$ cat config.mk
export PLATFORM = sky130hd
export DESIGN_NAME = self_programming_control_flat
export DESIGN_NICKNAME = d
export VERILOG_FILES = /design/src/inc/selfprog_pkg.sv /design/src/inc/selfprog_if.sv /design/src/self_programming_control.sv /design/src/flat_wrapper.sv
export SDC_FILE = /design/constraint.sdc
export NUM_CORES = 1
export LEC_CHECK = 0
export BUFFER_PORTS_ARGS = -buffer_cell sky130_fd_sc_hd__buf_2
export CORE_UTILIZATION = 41
export DETAILED_ROUTE_END_ITERATION = 10
export GPL_TIMING_DRIVEN = 0
export PLACE_DENSITY = 0.68
export SYNTH_ARGS = -nofsm -noshare
export SYNTH_HDL_FRONTEND = slang
export SYNTH_SLANG_ARGS = --single-unit
$ cat constraint.sdc
create_clock -name clk_sys -period 3.2 [get_ports clk_sys]
set_input_delay 0.32 -clock clk_sys [delete_from_list [all_inputs] [get_ports clk_sys]]
set_output_delay 0.32 -clock clk_sys [all_outputs]
set_load 0.01 [all_outputs]
$ cat src/inc/selfprog_pkg.sv
// Purpose: Shared constants for the self-programming control block
// Assumes: 15-bit word program counter, 128-word pages
// Notes: Flash array timing is modelled by a busy count only
package selfprog_pkg;
    // ------------------------------------------------------------
    // Register map
    // ------------------------------------------------------------
    localparam logic [7:0] CSR_ADDR = 8'h37;
    localparam logic [7:0] CSR_RESET = 8'h00;
    localparam int BIT_IRQ_EN = 7;
    localparam int BIT_BUSY = 6;
    localparam int BIT_SIG = 5;
    localparam int BIT_REEN = 4;
    localparam int BIT_LOCK = 3;
    localparam int BIT_PGWR = 2;
    localparam int BIT_PGER = 1;
    localparam int BIT_SEN = 0;
    // Legal lower-five-bit patterns, plus the six-bit signature pattern
    localparam logic [4:0] PAT_REEN = 5'h11;
    localparam logic [4:0] PAT_LOCK = 5'h09;
    localparam logic [4:0] PAT_PGWR = 5'h05;
    localparam logic [4:0] PAT_PGER = 5'h03;
    localparam logic [4:0] PAT_FILL = 5'h01;
    localparam logic [5:0] PAT_SIG = 6'h21;
    // ------------------------------------------------------------
    // Flash geometry
    // ------------------------------------------------------------
    localparam int PC_W = 15;
    localparam int WORD_W = 7;
    localparam int PAGE_W = PC_W - WORD_W;
    localparam int Z_W = 16;
    localparam logic [PC_W-1:0] RWW_LAST = 15'h6fff;
    localparam logic [PC_W-1:0] BOOT_11 = 15'h7e00;
    localparam logic [PC_W-1:0] BOOT_10 = 15'h7c00;
    localparam logic [PC_W-1:0] BOOT_01 = 15'h7800;
    localparam logic [PC_W-1:0] BOOT_00 = 15'h7000;
    localparam logic [PAGE_W-1:0] RWW_PAGES = 8'he0;
    // ------------------------------------------------------------
    // Timing
    // ------------------------------------------------------------
    localparam logic [2:0] ARM_CYCLES = 3'h4;
    localparam logic [2:0] LOAD_CYCLES = 3'h3;
    localparam int CLK_MHZ = 25;
    localparam int PROG_US = 4;
    localparam int PROG_CYCLES = PROG_US * CLK_MHZ;
    // ------------------------------------------------------------
    // Store-side commands
    // ------------------------------------------------------------
    typedef enum logic [2:0] {
        CMD_NONE = 3'b000,
        CMD_FILL = 3'b001,
        CMD_ERASE = 3'b010,
        CMD_WRITE = 3'b011,
        CMD_LOCK = 3'b100,
        CMD_REEN = 3'b101,
        CMD_SIG = 3'b110
    } cmd_e;

    function automatic logic [PC_W-1:0] boot_start(input logic [1:0] sel);
        case (sel)
            2'b11: boot_start = BOOT_11;
            2'b10: boot_start = BOOT_10;
            2'b01: boot_start = BOOT_01;
            default: boot_start = BOOT_00;
        endcase
    endfunction : boot_start

    function automatic logic in_halting(input logic [PAGE_W-1:0] page);
        in_halting = page >= RWW_PAGES;
    endfunction : in_halting
endpackage : selfprog_pkg

$ cat src/inc/selfprog_if.sv
// Purpose: Core-to-controller link for self-programming
// Assumes: One clock, core drives instruction strobes
// Notes: No clocking block
`timescale 1ns/1ps
interface selfprog_if;
    logic csr_we;
    logic [7:0] csr_wdata;
    logic [7:0] csr_rdata;
    logic spm_req;
    logic lpm_req;
    logic [15:0] zptr;
    logic [15:0] data_reg_pair;
    logic [7:0] lpm_data;
    logic lpm_valid;
    logic core_stall;
    logic irq_req;
    logic global_irq_en;
    modport ctrl(
        input csr_we, csr_wdata, spm_req, lpm_req, zptr, data_reg_pair, global_irq_en,
        output csr_rdata, lpm_data, lpm_valid, core_stall, irq_req
    );
    modport core(
        output csr_we, csr_wdata, spm_req, lpm_req, zptr, data_reg_pair, global_irq_en,
        input csr_rdata, lpm_data, lpm_valid, core_stall, irq_req
    );
endinterface : selfprog_if

$ cat src/self_programming_control.sv
// Purpose: Self-programming control and status register and command sequencer
// Assumes: Core issues store/load program memory instructions as one-cycle strobes
// Notes: Flash array is external; controller issues one-cycle flash commands
//
// Functional notes
// [RULE1] Boot size selects region at flash top
// [RULE2] Lower 224 pages concurrent, upper 32 halting
// [RULE3] 15-bit PC, 128-word pages
// [RULE4] Pointer 7:1 selects word, zero for write
// [RULE5] Pointer bit 0 ignored by stores
// [RULE6] Interrupt while enabled, global set, store clear
// [RULE7] Erase/write on concurrent region sets busy
// [RULE8] Busy clears on re-enable or buffer load
// [RULE9] Signature read: load returns signature, store ignored
// [RULE10] Re-enable via store within four cycles
// [RULE11] Re-enable during buffer load aborts load
// [RULE12] Lock-set programs lock bits from low data
// [RULE13] Load after lock-set returns lock or fuse
// [RULE14] Page write writes buffer to page
// [RULE15] Page erase erases addressed page
// [RULE16] Core stalled when halting region programmed
// [RULE17] Store enable arms four cycles; fill buffer
// [RULE18] Store enable clears, held during erase/write
// [RULE19] Only five legal patterns arm a command
// [RULE20] Only one store instruction active at once
// [RULE21] Register resets to zero; bit 6 read-only
// [RULE22] Store without enable does nothing
// [RULE23] Window counts from next cycle, clears bits 5:0
//
// The address-and-strobe port was decided locally.
`timescale 1ns/1ps
module self_programming_control
    import selfprog_pkg::*;
#(
    parameter int PROG_TIME = selfprog_pkg::PROG_CYCLES
) (
    // Clock and reset
    input wire logic clk_sys,
    input wire logic rst,
    // Core link
    selfprog_if.ctrl link,
    // Strap and fixed data
    input wire logic [1:0] boot_size_select,
    input wire logic [7:0] lock_bits,
    input wire logic [7:0] fuse_bits,
    input wire logic [7:0] sig_byte,
    // Flash array
    output logic flash_fill,
    output logic flash_erase,
    output logic flash_write,
    output logic flash_lock,
    output logic flash_abort,
    output logic [selfprog_pkg::PAGE_W-1:0] page_index,
    output logic [selfprog_pkg::WORD_W-1:0] word_in_page,
    output logic [15:0] flash_data,
    output logic [selfprog_pkg::PC_W-1:0] boot_start_addr,
    output logic concurrent_blocked
);
    import selfprog_pkg::*;

    logic [7:0] csr;
    logic [2:0] arm_cnt;
    logic [15:0] busy_cnt;
    logic prog_active;
    logic halting_op;
    logic legal_wr;
    logic spm_ok;
    logic lpm_ok;
    logic [4:0] low5;
    logic [1:0] boot_meta;
    logic [1:0] boot_sync;

    assign low5 = link.csr_wdata[4:0];
    // ------------------------------------------------------------
    // Decode
    // ------------------------------------------------------------
    assign legal_wr = low5 == PAT_REEN || low5 == PAT_LOCK || low5 == PAT_PGWR
        || low5 == PAT_PGER || low5 == PAT_FILL; // [RULE19]
    assign spm_ok = link.spm_req && csr[BIT_SEN] && !prog_active && arm_cnt != 3'h0; // [RULE22] [RULE20]
    assign lpm_ok = link.lpm_req && csr[BIT_SEN] && arm_cnt > ARM_CYCLES - LOAD_CYCLES;

    // ------------------------------------------------------------
    // Control and status register
    // ------------------------------------------------------------
    always_ff @(posedge clk_sys or posedge rst) begin
        if (rst) begin
            csr <= CSR_RESET; // [RULE21]
        end else begin
            if (link.csr_we) begin
                csr[BIT_IRQ_EN] <= link.csr_wdata[BIT_IRQ_EN];
                if (!prog_active && (legal_wr || link.csr_wdata[BIT_SIG:BIT_SEN] == PAT_SIG)) begin
                    csr[BIT_SIG:BIT_SEN] <= link.csr_wdata[BIT_SIG:BIT_SEN]; // [RULE19] [RULE9]
                end
                if (link.csr_wdata[BIT_REEN] && csr[BIT_SEN] && !prog_active) begin
                    csr[BIT_SIG:BIT_SEN] <= 6'h00; // [RULE11]
                end
            end else if (spm_ok) begin
                if (csr[BIT_PGWR] || csr[BIT_PGER]) begin
                    csr[BIT_SIG:BIT_SEN+1] <= csr[BIT_SIG:BIT_SEN+1]; // [RULE18]
                end else begin
                    csr[BIT_SIG:BIT_SEN] <= 6'h00; // [RULE17] [RULE18]
                end
            end else if (prog_active && busy_cnt == 16'h0001) begin
                csr[BIT_SIG:BIT_SEN] <= 6'h00; // [RULE14] [RULE15] [RULE18]
            end else if (!prog_active && arm_cnt == 3'h1) begin
                csr[BIT_SIG:BIT_SEN] <= 6'h00; // [RULE23] [RULE12]
            end
            if (spm_ok && (csr[BIT_PGWR] || csr[BIT_PGER]) && !in_halting(link.zptr[15:8])) begin
                csr[BIT_BUSY] <= 1'b1; // [RULE7] [RULE2]
            end else if (spm_ok && (csr[BIT_REEN] || (csr[4:0] == PAT_FILL && !csr[BIT_SIG]))) begin
                csr[BIT_BUSY] <= 1'b0; // [RULE8] [RULE10]
            end
        end
    end

    // ------------------------------------------------------------
    // Arming window
    // ------------------------------------------------------------
    always_ff @(posedge clk_sys or posedge rst) begin
        if (rst) begin
            arm_cnt <= 3'h0;
        end else if (link.csr_we && !prog_active && legal_wr) begin
            arm_cnt <= ARM_CYCLES; // [RULE23] [RULE17]
        end else if (spm_ok) begin
            arm_cnt <= 3'h0;
        end else if (arm_cnt != 3'h0) begin
            arm_cnt <= arm_cnt - 3'h1;
        end
    end

    // ------------------------------------------------------------
    // Boot size strap synchroniser
    // ------------------------------------------------------------
    always_ff @(posedge clk_sys or posedge rst) begin
        if (rst) begin
            boot_meta <= 2'h0;
            boot_sync <= 2'h0;
        end else begin
            boot_meta <= boot_size_select;
            boot_sync <= boot_meta;
        end
    end

    // ------------------------------------------------------------
    // Page operation timer
    // ------------------------------------------------------------
    always_ff @(posedge clk_sys or posedge rst) begin
        if (rst) begin
            prog_active <= 1'b0;
            busy_cnt <= 16'h0000;
            halting_op <= 1'b0;
        end else if (spm_ok && (csr[BIT_PGWR] || csr[BIT_PGER])) begin
            prog_active <= 1'b1;
            busy_cnt <= 16'(PROG_TIME);
            halting_op <= in_halting(link.zptr[15:8]); // [RULE16]
        end else if (prog_active) begin
            busy_cnt <= busy_cnt - 16'h0001;
            if (busy_cnt == 16'h0001) begin
                prog_active <= 1'b0;
                halting_op <= 1'b0;
            end
        end
    end

    // ------------------------------------------------------------
    // Flash commands
    // ------------------------------------------------------------
    always_ff @(posedge clk_sys or posedge rst) begin
        if (rst) begin
            flash_fill <= 1'b0;
            flash_erase <= 1'b0;
            flash_write <= 1'b0;
            flash_lock <= 1'b0;
            flash_abort <= 1'b0;
            page_index <= '0;
            word_in_page <= '0;
            flash_data <= 16'h0000;
        end else begin
            flash_fill <= spm_ok && csr[4:0] == PAT_FILL && !csr[BIT_SIG]; // [RULE17]
            flash_erase <= spm_ok && csr[BIT_PGER]; // [RULE15]
            flash_write <= spm_ok && csr[BIT_PGWR]; // [RULE14]
            flash_lock <= spm_ok && csr[BIT_LOCK]; // [RULE12]
            flash_abort <= link.csr_we && link.csr_wdata[BIT_REEN] && csr[BIT_SEN] && !prog_active; // [RULE11]
            if (spm_ok) begin
                page_index <= link.zptr[15:8]; // [RULE3]
                word_in_page <= csr[BIT_PGWR] ? '0 : link.zptr[7:1]; // [RULE4] [RULE5]
                flash_data <= csr[BIT_LOCK] ? {8'h00, link.data_reg_pair[7:0]} : link.data_reg_pair;
            end
        end
    end

    // ------------------------------------------------------------
    // Load answers, stall, interrupt, read-back
    // ------------------------------------------------------------
    always_ff @(posedge clk_sys or posedge rst) begin
        if (rst) begin
            link.lpm_valid <= 1'b0;
            link.lpm_data <= 8'h00;
        end else begin
            link.lpm_valid <= lpm_ok && (csr[BIT_SIG] || csr[BIT_LOCK]);
            if (lpm_ok && csr[BIT_SIG]) begin
                link.lpm_data <= sig_byte; // [RULE9]
            end else if (lpm_ok && csr[BIT_LOCK]) begin
                link.lpm_data <= link.zptr[0] ? fuse_bits : lock_bits; // [RULE13] [RULE5]
            end
        end
    end

    always_ff @(posedge clk_sys or posedge rst) begin
        if (rst) begin
            link.core_stall <= 1'b0;
            link.irq_req <= 1'b0;
            link.csr_rdata <= CSR_RESET;
            boot_start_addr <= BOOT_00;
            concurrent_blocked <= 1'b0;
        end else begin
            link.core_stall <= (spm_ok && (csr[BIT_PGWR] || csr[BIT_PGER]) && in_halting(link.zptr[15:8]))
                || (halting_op && busy_cnt != 16'h0001); // [RULE16]
            link.irq_req <= csr[BIT_IRQ_EN] && link.global_irq_en && !csr[BIT_SEN]; // [RULE6]
            link.csr_rdata <= csr;
            boot_start_addr <= boot_start(boot_sync); // [RULE1]
            concurrent_blocked <= csr[BIT_BUSY]; // [RULE7]
        end
    end
endmodule : self_programming_control

$ cat src/flat_wrapper.sv
// flat-port wrapper written by rule: the top's interface ports become plain ports
module self_programming_control_flat import selfprog_pkg::*;
#(
    parameter int PROG_TIME = selfprog_pkg::PROG_CYCLES
)
  (clk_sys, rst, boot_size_select, lock_bits, fuse_bits, sig_byte, flash_fill, flash_erase, flash_write, flash_lock, flash_abort, page_index, word_in_page, flash_data, boot_start_addr, concurrent_blocked, link_csr_we, link_csr_wdata, link_spm_req, link_lpm_req, link_zptr, link_data_reg_pair, link_global_irq_en, link_csr_rdata, link_lpm_data, link_lpm_valid, link_core_stall, link_irq_req);
  selfprog_if link_i ();
  input wire logic clk_sys;
  input wire logic rst;
  input wire logic [1:0] boot_size_select;
  input wire logic [7:0] lock_bits;
  input wire logic [7:0] fuse_bits;
  input wire logic [7:0] sig_byte;
  output logic flash_fill;
  output logic flash_erase;
  output logic flash_write;
  output logic flash_lock;
  output logic flash_abort;
  output logic [selfprog_pkg::PAGE_W-1:0] page_index;
  output logic [selfprog_pkg::WORD_W-1:0] word_in_page;
  output logic [15:0] flash_data;
  output logic [selfprog_pkg::PC_W-1:0] boot_start_addr;
  output logic concurrent_blocked;
  input wire logic [$bits(link_i.csr_we)-1:0] link_csr_we;
  input wire logic [$bits(link_i.csr_wdata)-1:0] link_csr_wdata;
  input wire logic [$bits(link_i.spm_req)-1:0] link_spm_req;
  input wire logic [$bits(link_i.lpm_req)-1:0] link_lpm_req;
  input wire logic [$bits(link_i.zptr)-1:0] link_zptr;
  input wire logic [$bits(link_i.data_reg_pair)-1:0] link_data_reg_pair;
  input wire logic [$bits(link_i.global_irq_en)-1:0] link_global_irq_en;
  output wire logic [$bits(link_i.csr_rdata)-1:0] link_csr_rdata;
  output wire logic [$bits(link_i.lpm_data)-1:0] link_lpm_data;
  output wire logic [$bits(link_i.lpm_valid)-1:0] link_lpm_valid;
  output wire logic [$bits(link_i.core_stall)-1:0] link_core_stall;
  output wire logic [$bits(link_i.irq_req)-1:0] link_irq_req;
  assign link_i.csr_we = link_csr_we;
  assign link_i.csr_wdata = link_csr_wdata;
  assign link_i.spm_req = link_spm_req;
  assign link_i.lpm_req = link_lpm_req;
  assign link_i.zptr = link_zptr;
  assign link_i.data_reg_pair = link_data_reg_pair;
  assign link_i.global_irq_en = link_global_irq_en;
  assign link_csr_rdata = link_i.csr_rdata;
  assign link_lpm_data = link_i.lpm_data;
  assign link_lpm_valid = link_i.lpm_valid;
  assign link_core_stall = link_i.core_stall;
  assign link_irq_req = link_i.irq_req;
  self_programming_control #(.PROG_TIME(PROG_TIME)) u_core (.clk_sys(clk_sys), .rst(rst), .link(link_i), .boot_size_select(boot_size_select), .lock_bits(lock_bits), .fuse_bits(fuse_bits), .sig_byte(sig_byte), .flash_fill(flash_fill), .flash_erase(flash_erase), .flash_write(flash_write), .flash_lock(flash_lock), .flash_abort(flash_abort), .page_index(page_index), .word_in_page(word_in_page), .flash_data(flash_data), .boot_start_addr(boot_start_addr), .concurrent_blocked(concurrent_blocked));
endmodule
==> results.sh, run 1 <==
export IMPL_wl_um=9090
export IMPL_cp_arrival_ns=2.64
export IMPL_syn2layout_area_growth_pct=27.5
export IMPL_ys_ff_latch=91
export IMPL_antenna_found_initial=0
export IMPL_multi_input_area_um2=1510
export IMPL_insertion_delay_ns=0.36
export IMPL_power_leakage_nw=2.73
export IMPL_p_total_mw=2.36
export IMPL_max_stage_delay_ns=0.44
export IMPL_gp_congestion=0.779
export IMPL_relSlewSlack_pct=51.5
export IMPL_start_kind="flip-flop"
export IMPL_cts_path_max_buffers=2
export IMPL_final_core_util_pct=54.5
export IMPL_start_util_pct=42.8
export IMPL_yosys_warnings=0
export IMPL_postSynthCellCount=400
export IMPL_synthArstFlopShare_pct=100
export IMPL_drt_initial_drc_count=124
export IMPL_p_per_area_nw_per_um2=465
export IMPL_synth_most_common_cell="nand2_1"
export IMPL_dieArea_um2=10100
export IMPL_first_pass_iters=5
export IMPL_cp_end_kind="flip-flop"
export IMPL_cts_made_buffers=9
export IMPL_cap_violations=0
export IMPL_path_clk_slew_ns=0.10
export IMPL_die_y_um=101
export IMPL_cts_tree="done"
export IMPL_post_route_period_util_pct=75.3
export IMPL_io_buffers=128
export IMPL_grt_usage_pct=18.3
export IMPL_crit_chain="inv_1 -> ha_1 -> ha_1 -> nand4bb_1 -> buf_2 -> a21oi_1 -> buf_2 -> nor2_1"
export IMPL_antenna_left=0
export IMPL_setup_violations=0
export IMPL_outcome="finished, final reports clean"
export IMPL_yosys_top_cells_area="dfrtp_1 57%, nand2_1 9.2%, nand3_1 3.6%, buf_4 2.4%, mux2i_1 2.0%"
export IMPL_htreeDepth=3
export IMPL_wire_per_inst_um=13.3
export IMPL_ys_flop_type="dfrtp_1"
export IMPL_worstSetupPathType="flip-flop to flip-flop"
export IMPL_synth_top_area_share_pct=57.1
export IMPL_fin_crit_ns=2.41
export IMPL_ys_seq_area_share_pct=57.1
export IMPL_drc=0
export IMPL_fillers=875
export IMPL_max_vdd_ir_drop_mv=0.252
export IMPL_grt_pass1_vias=3105
export IMPL_dp_hpwl_um=6760
export IMPL_ys_types=51
export IMPL_cp_max_fo=10
export IMPL_slew_violations=0
export IMPL_cts_sinks=91
export IMPL_num_rows=35
export IMPL_synthTopCellsByCount="98 x nand2_1, 91 x dfrtp_1, 29 x nand3_1"
export IMPL_layout_nets=628
export IMPL_hold_path_class="primary input to flip-flop"
export IMPL_synth_edff_count=0
export IMPL_grt_max_degree=63
export IMPL_cts_root_buf="clkbuf_8"
export IMPL_core_um2=9330
export IMPL_rsz0062_at_grt="false"
export IMPL_fmax_ghz=0.415
export IMPL_num_antenna_cells=0
export IMPL_synthesis_area_um2=3990
export IMPL_grt_overflow=0
export IMPL_skew_ns=0.0134
export IMPL_layout_drive_gt1_share_pct=31.7
export IMPL_tightest_slew_ns=0.720
export IMPL_synth_largest_area_cell="dfrtp_1"
export IMPL_required_ns=3.43
export IMPL_avgViaCountPerCell=4.90
export IMPL_cp_slowest_cell="a21oi_1"
export IMPL_post_cts_resized=0
export IMPL_vias=3357
export IMPL_timing_hold_violations_final=0
export IMPL_die_width_um=101
export IMPL_syn_avg_cell_area_um2=9.98
export IMPL_boundaryPins=143
export IMPL_grt_pass1_wl_um=14500
export IMPL_ff_latch_area_um2=2280
critical path, delay by kind of cell, from the launching register on:
family / cells / cell delay, ns
adder cells (fa/ha/maj): 2 / 0.48
flip-flops: 1 / 0.43
AO/OA/AOI/OAI: 1 / 0.44
buffers and inverters: 3 / 0.61
AND/OR/NAND/NOR: 2 / 0.33
power by group:
group          internal [mW]  total, mW  switching (mW)
Combinational          0.130      0.293           0.163
Clock                  0.398      0.842           0.444
Sequential              1.20       1.23          0.0334
worst paths after layout:
kind	start	to	slack, ns	cells after the start
setup reg to reg	u_core.arm_cnt[0]	u_core.busy_cnt[11]	0.79	8
min in group asynchronous	rst	u_core.word_in_page[1]	0.51	3
hold / removal	boot_size_select[1]	u_core.boot_meta[1]	0.07	1
setup / recovery	u_core.arm_cnt[0]	u_core.busy_cnt[11]	0.79	8
max in group asynchronous	rst	u_core.page_index[6]	2.04	4
hold reg to reg	u_core.boot_meta[0]	u_core.boot_sync[0]	0.35	0
cells in the final DEF (no fill, tap or decap), types with 3 or more instances in the layout:
| cell type | count |
|---|---|
| mux2i_1 | 8 |
| a21oi_1 | 8 |
| clkbuf_1 | 9 |
| nand4_1 | 6 |
| dfrtp_1 | 91 |
| a22o_1 | 7 |
| nor2_1 | 20 |
| o211ai_1 | 6 |
| buf_2 | 134 |
| o22ai_1 | 4 |
| ha_1 | 5 |
| nand3_1 | 29 |
| xor2_1 | 7 |
| inv_1 | 15 |
| clkbuf_8 | 10 |
| nand2_1 | 98 |
| or3_1 | 3 |
| inv_6 | 3 |
| conb_1 | 12 |
| o21ai_0 | 14 |
| nor3_1 | 6 |
| nand2b_1 | 3 |
| buf_4 | 13 |
per-layer routing:
metal  GRT usage, %  vias up  share of wire (%)
met5              0        -                  0
met4           5.69        0                1.2
met1           23.6     1594                 43
met2           31.4      121                 49
met3           3.19       13                6.0
li1               -     1629                  -
state kept, by name, summed over array words and instances, names as in the netlist, 2 cells and up:
register,flops
u_core.arm_cnt,3
u_core.boot_meta,2
u_core.boot_start_addr,3
u_core.boot_sync,2
u_core.busy_cnt,16
u_core.csr,8
u_core.flash_data,16
u_core.link.csr_rdata,8
u_core.link.lpm_data,8
u_core.page_index,8
u_core.word_in_page,7
logic make-up (layout without fill, tap and decap cells):
group | count (synthesis) | in the layout | synth area share (%)
simple gates | 184 | 184 | 21.9
flops | 91 | 91 | 57.1
compound gates | 51 | 51 | 8.59
buf+inv | 48 | 194 | 6.15
mux | 10 | 10 | 2.57
xor+xnor | 9 | 9 | 1.98
fa+ha+maj | 5 | 5 | 1.57
other cells | 2 | 12 | 0.188
through the flow:
step	cell area (µm²)	hold WS (ns)	setup slack, ns	std cells	TNS [ns]
final	5090	0.0658	0.789	685	0
after global routing	5090	0.0615	0.560	685	0
after CTS	5090	0.0554	0.770	685	0
after detailed placement	4860	0.341	0.790	668	0
after global placement	4830	0.336	-0.480	667	-43.24
after floorplan	4030	0.331	0.516	410	0
layout make-up:
type                            count  share of cell area, %
Buffer                             32                   3.64
Clock inverter                      6                   1.57
Multi-Input combinational cell    271                   29.6
Inverter                           16                   1.23
Sequential cell                    91                   44.8
Tap cell                          129                   3.17
Clock buffer                       10                   2.71
Timing Repair Buffer              130                   13.3
timing repair:
action | CTS | global route
hold buffers | 1 | 0
buffers inserted | 0 | 0
endpoints found under the hold margin | 29 | 0
Note: power is estimated with default switching activity, not from simulation.
==> run 2, diff against run 1 <==
Clock period 3.2 ns to 2.4 ns, I/O delays scaled along.
==> run 2 against run 1 <==
Global-route usage grew 0.68 points. Critical path type unchanged. Flip-flop and latch count did not move. Highest routed layer unchanged. Count of clock-buffer cells in the layout stayed put. Worst setup slack got worse by 0.60 ns. First-iteration DRC count shrank 5.6%. Register-to-register slack got worse by 0.60 ns. Worst hold slack better by 0.0022 ns. Clock power rose by 15%.
==> results.sh, run 2 (synthesis results as in run 1) <==
export IMPL_cts_root_buf="clkbuf_8"
export IMPL_wl_um=9110
export IMPL_power_leakage_nw=2.74
export IMPL_layout_nets=631
export IMPL_gp_congestion=0.777
export IMPL_worst_path_stages=7
export IMPL_cp_num_buf_inv=1
export IMPL_insertion_delay_ns=0.36
export IMPL_wire_per_inst_um=13.2
export IMPL_skew_ns=0.0111
export IMPL_layout_drive_gt1_share_pct=31.8
export IMPL_vias=3261
export IMPL_r2r_cells=7
export IMPL_endpoint="u_core.csr[4]"
export IMPL_fillers=877
export IMPL_required_ns=2.62
export IMPL_outcome="finished, final reports clean"
export IMPL_place_ws_ns=-0.0472
export IMPL_crit_start="u_core.arm_cnt[0]"
export IMPL_rsz0062_at_grt="false"
export IMPL_cp_end_kind="flip-flop"
export IMPL_p_comb_share_pct=13.0
export IMPL_cp_max_fo=8
export IMPL_layout_commonest_cell="buf_2"
export IMPL_pwr_share_clk_pct=32.4
export IMPL_htreeDepth=3
export IMPL_critPathTopFamily="compound AO/OA/AOI/OAI gates"
export IMPL_grt_max_degree=34
export IMPL_cts_sinks=91
export IMPL_num_rows=35
export IMPL_die_y_um=101
export IMPL_hp_start="link_data_reg_pair[2]"
export IMPL_syn2layout_area_growth_pct=27.8
export IMPL_antenna_left=0
export IMPL_first_pass_iters=4
export IMPL_r2r_end="u_core.csr[4]"
export IMPL_post_route_period_util_pct=92.2
export IMPL_max_vdd_ir_drop_mv=0.253
export IMPL_max_stage_delay_ns=0.49
export IMPL_boundaryPins=143
export IMPL_dieArea_um2=10100
export IMPL_grt_usage_pct=19.0
export IMPL_switchingPower_uw=813
export IMPL_drc=0
export IMPL_start_util_pct=42.8
export IMPL_cts_path_max_buffers=2
export IMPL_grt_pass1_vias=3110
export IMPL_io_buffers=128
export IMPL_crit_chain="inv_1 -> ha_1 -> ha_1 -> nand4bb_1 -> o22ai_1 -> a221o_1 -> o211ai_1"
export IMPL_cap_violations=0
export IMPL_worstReg2RegStart="u_core.arm_cnt[0]"
export IMPL_intPower_mw=2.18
export IMPL_final_core_util_pct=54.6
export IMPL_cts_tree="done"
export IMPL_tightest_slew_ns=0.730
export IMPL_ff_latch_area_um2=2280
export IMPL_num_antenna_cells=0
export IMPL_antenna_found_initial=0
export IMPL_mostFrequentLayoutCells="134 x buf_2, 98 x nand2_1, 91 x dfrtp_1, 29 x nand3_1, 20 x nor2_1"
export IMPL_start_kind="flip-flop"
export IMPL_path_clk_slew_ns=0.09
export IMPL_relSlewSlack_pct=51.2
export IMPL_cp_slowest_cell="o22ai_1"
export IMPL_p_per_area_nw_per_um2=588
export IMPL_worst_slack_ns=0.187
export IMPL_slew_violations=0
export IMPL_worstSetupPathType="flip-flop to flip-flop"
export IMPL_rrSetupSlack_ns=0.19
export IMPL_cp_common_cell="ha_1"
export IMPL_cp_arrival_ns=2.43
export IMPL_die_width_um=101
export IMPL_avgViaCountPerCell=4.74
export IMPL_timing_hold_violations_final=0
export IMPL_multi_input_area_um2=1520
export IMPL_grt_overflow=0
export IMPL_fmax_ghz=0.452
export IMPL_drt_initial_drc_count=117
export IMPL_grt_pass1_wl_um=14800
export IMPL_dp_hpwl_um=6880
export IMPL_top_regs="u_core.busy_cnt: 16 flops, u_core.flash_data: 16 flops"
export IMPL_setup_violations=0
export IMPL_seqPwrFrac_pct=54.6
export IMPL_fin_crit_ns=2.21
export IMPL_cts_made_buffers=9
export IMPL_hold_path_class="primary input to flip-flop"
export IMPL_core_um2=9330
export IMPL_swShare_pct=27.1
[run 2: worst min-delay path by stage]
stage / slack [ns] / to / depth (start not counted)
3_3_place_gp: 0.33 / u_core.boot_sync[1] / 0
5_1_grt: 0.05 / u_core.flash_data[1] / 3
4_1_cts: 0.05 / u_core.flash_data[2] / 3
3_5_place_dp: 0.33 / u_core.boot_sync[1] / 0
6_report: 0.07 / u_core.flash_data[2] / 3
2_1_floorplan: 0.27 / u_core.boot_meta[0] / 0
[run 2: layout make-up]
type	count	share of cell area [%]
Multi-Input combinational cell	271	29.7
Buffer	32	3.63
Sequential cell	91	44.7
Timing Repair Buffer	133	13.9
Clock inverter	6	0.884
Inverter	16	1.25
Tap cell	129	3.17
Clock buffer	10	2.70
[run 2: power by group through the flow]
| stage | clock network, mW | logic, mW | registers [mW] |
|---|---|---|---|
| final | 0.971 | 0.389 | 1.64 |
| after detailed placement | 0 | 0.387 | 1.67 |
| after CTS | 1.01 | 0.394 | 1.64 |
| after global placement | 0 | 0.358 | 1.67 |
| after floorplan | 0 | 0.226 | 1.67 |
| after global routing | 1.08 | 0.445 | 1.65 |
[run 2: metal layers]
metal,vias to the layer above,share of wire (%),GRT usage (%),routed length (µm)
li1,1628,-,-,-
met1,1523,45,24.5,4110
met2,100,49,32.0,4430
met3,10,5.4,4.44,489
met4,0,0.81,5.35,74
met5,-,0,0,0
[run 2: per-stage QoR]
step / total power, mW / area [µm²] / hold WS (ns) / cells / setup TNS, ns
5_1_grt: 3.17 / 5100 / 0.0542 / 688 / 0
2_1_floorplan: 1.89 / 4030 / 0.271 / 410 / 0
3_3_place_gp: 2.02 / 4830 / 0.335 / 667 / 0
4_1_cts: 3.04 / 5090 / 0.0493 / 688 / 0
3_5_place_dp: 2.06 / 4870 / 0.335 / 669 / -0.378
6_report: 3.00 / 5100 / 0.0679 / 688 / 0
[run 2: worst register-to-register path, cell delays in order, from the launching register on]
cell	delay [ns]
dfrtp_1	0.41
inv_1	0.06
ha_1	0.20
ha_1	0.27
nand4bb_1	0.27
o22ai_1	0.49
a221o_1	0.27
o211ai_1	0.10
[run 2: repair_timing]
action / CTS / global route
hold buffers: 3 / 0
gates resized for setup: 1 / 1
setup endpoints to repair: 11 / 7
setup buffers: 0 / 0
gates cloned: 0 / 0
hold endpoints to repair: 5 / 0
==> run 3, diff against run 2 <==
--- a/config.mk
+++ b/config.mk
@@ -10,5 +10,6 @@
 export DETAILED_ROUTE_END_ITERATION = 10
 export GPL_TIMING_DRIVEN = 0
-export PLACE_DENSITY = 0.68
+export PLACE_DENSITY_LB_ADDON = 0.12
+export SKIP_LAST_GASP = 1
 export SYNTH_ARGS = -nofsm -noshare
 export SYNTH_HDL_FRONTEND = slang
==> constraint.sdc (replaced) <==
create_clock -name clk_sys -period 2.4 [get_ports clk_sys]
set_input_delay 0.24 -clock clk_sys [delete_from_list [all_inputs] [get_ports clk_sys]]
set_output_delay 0.24 -clock clk_sys [all_outputs]
set_load 0.02 [all_outputs]
==> run 3 against run 2 <==
Count of clock-buffer cells in the layout is the same. Register-to-register slack better by 0.02 ns. Core utilization decreased by 0.067 points. Largest power group unchanged.
==> results.sh, run 3 (synthesis results as in run 1) <==
export IMPL_wire_per_inst_um=13.4
export IMPL_rsz0062_at_grt="false"
export IMPL_design_area_um2=5090
export IMPL_slew_violations=0
export IMPL_dieArea_um2=10100
export IMPL_path_clk_slew_ns=0.10
export IMPL_dp_cells=669
export IMPL_start_util_pct=42.8
export IMPL_grt_pass1_wl_um=14500
export IMPL_layout_commonest_cell="buf_2"
export IMPL_cts_sinks=91
export IMPL_dp_hpwl_um=6700
export IMPL_core_um2=9330
export IMPL_cts_made_buffers=9
export IMPL_cp_max_fo=8
export IMPL_start_kind="flip-flop"
export IMPL_vias=3272
export IMPL_setup_violations=0
export IMPL_layout_drive_gt1_share_pct=31.7
export IMPL_num_rows=35
export IMPL_avgViaCountPerCell=4.76
export IMPL_hold_path_class="primary input to flip-flop"
export IMPL_finalNonFillerCells=688
export IMPL_worstSetupPathType="flip-flop to flip-flop"
export IMPL_fin_crit_ns=2.20
export IMPL_p_per_area_nw_per_um2=588
export IMPL_die_width_um=101
export IMPL_placed_cell_area_um2=4870
export IMPL_grt_overflow=0
export IMPL_syn2layout_area_growth_pct=27.6
export IMPL_layout_nets=631
export IMPL_tightest_slew_ns=0.629
export IMPL_mostFrequentLayoutCells="134 x buf_2, 98 x nand2_1, 91 x dfrtp_1, 29 x nand3_1, 20 x nor2_1"
export IMPL_antenna_left=0
export IMPL_first_pass_iters=4
export IMPL_antenna_found_initial=0
export IMPL_drt_initial_drc_count=135
export IMPL_grt_usage_pct=18.6
export IMPL_cp_arrival_ns=2.42
export IMPL_timing_hold_violations_final=0
export IMPL_top_regs="u_core.busy_cnt: 16 flops, u_core.flash_data: 16 flops"
export IMPL_outcome="finished, final reports clean"
export IMPL_die_y_um=101
export IMPL_skew_ns=0.00967
export IMPL_fillers=895
export IMPL_fin_setup_tns_ns=0
export IMPL_power_leakage_nw=2.72
export IMPL_wl_um=9190
export IMPL_cts_path_max_buffers=2
export IMPL_htreeDepth=3
export IMPL_cp_end_kind="flip-flop"
export IMPL_io_buffers=128
export IMPL_post_route_period_util_pct=91.5
export IMPL_boundaryPins=143
export IMPL_cap_violations=0
export IMPL_insertion_delay_ns=0.36
export IMPL_drc=0
export IMPL_gp_congestion=0.732
export IMPL_fmax_ghz=0.455
export IMPL_grt_pass1_vias=2987
export IMPL_relSlewSlack_pct=58.0
export IMPL_num_antenna_cells=0
export IMPL_grt_max_degree=41
export IMPL_max_vdd_ir_drop_mv=0.309
export IMPL_required_ns=2.63
export IMPL_cts_root_buf="clkbuf_8"
export IMPL_cts_tree="done"
[run 3: changes by cell type in the layout (fill, tap and decap cells not counted)]
cell,previous run,this run
inv_8,0,1
o21ai_0,14,13
inv_6,3,2
clkinvlp_4,1,3
clkbuf_8,10,9
clkinv_2,2,1
o21ai_1,1,2
clkbuf_1,9,10
clkinv_4,1,0
[run 3: routing by layer]
layer	vias up	wire length (µm)	global-route usage (%)
met4	0	126	6.24
met1	1531	4290	24.9
met5	-	0	0
met2	99	4260	29.7
li1	1629	-	-
met3	13	501	4.37
[run 3: power by group]
part / internal, mW / switching, mW
combinational: 0.176 / 0.227
sequential: 1.59 / 0.0434
clock: 0.390 / 0.565
total: 2.16 / 0.835
[run 3: worst max-delay path, stage by stage (launching register included)]
cell and delay [ns]:
dfrtp_1 0.43, inv_1 0.06, ha_1 0.20, ha_1 0.27
nand4bb_1 0.26, o22ai_1 0.51, a221o_1 0.25, o211ai_1 0.09
[run 3: worst paths after layout]
kind                                            to                   from  cells after the start  slack (ns)
setup reg to reg                     u_core.csr[4]      u_core.arm_cnt[0]                      7        0.20
max in group asynchronous      u_core.busy_cnt[10]                    rst                      5        1.18
hold reg to reg                u_core.boot_sync[1]    u_core.boot_meta[1]                      0        0.35
hold / removal                u_core.flash_data[0]  link_data_reg_pair[0]                      3        0.06
min in group asynchronous  u_core.link.lpm_data[2]                    rst                      3        0.44
setup / recovery                     u_core.csr[4]      u_core.arm_cnt[0]                      7        0.20
[run 3: cell type report]
class,instances,area [µm²],area share [%]
inverters,16,63.8,1.25
clock buffers,10,128,2.51
clock inverters,6,48.8,0.958
multi-input cells,271,1520,29.8
well taps,129,161,3.17
repair buffers,133,711,14.0
flip-flops and latches,91,2280,44.7
plain buffers,32,185,3.64
[run 3: what timing repair did]
item | CTS | global route
resized for setup | 1 | 2
setup endpoints to repair | 10 | 11
setup buffers | 0 | 0
hold buffers | 3 | 0
gates cloned | 0 | 0
hold endpoints to repair | 21 | 0
[run 3: stage by stage]
step                util (%)  hold slack [ns]  total power [mW]  setup WS, ns
detailed placement      52.2            0.280              2.07       -0.0539
CTS                     54.5           0.0471              3.04         0.133
global route            54.6           0.0506              3.15        0.0260
global placement        51.8            0.333              2.05       -0.0528
finish                  54.6           0.0583              3.00         0.203
floorplan                  -            0.271              1.92         0.474
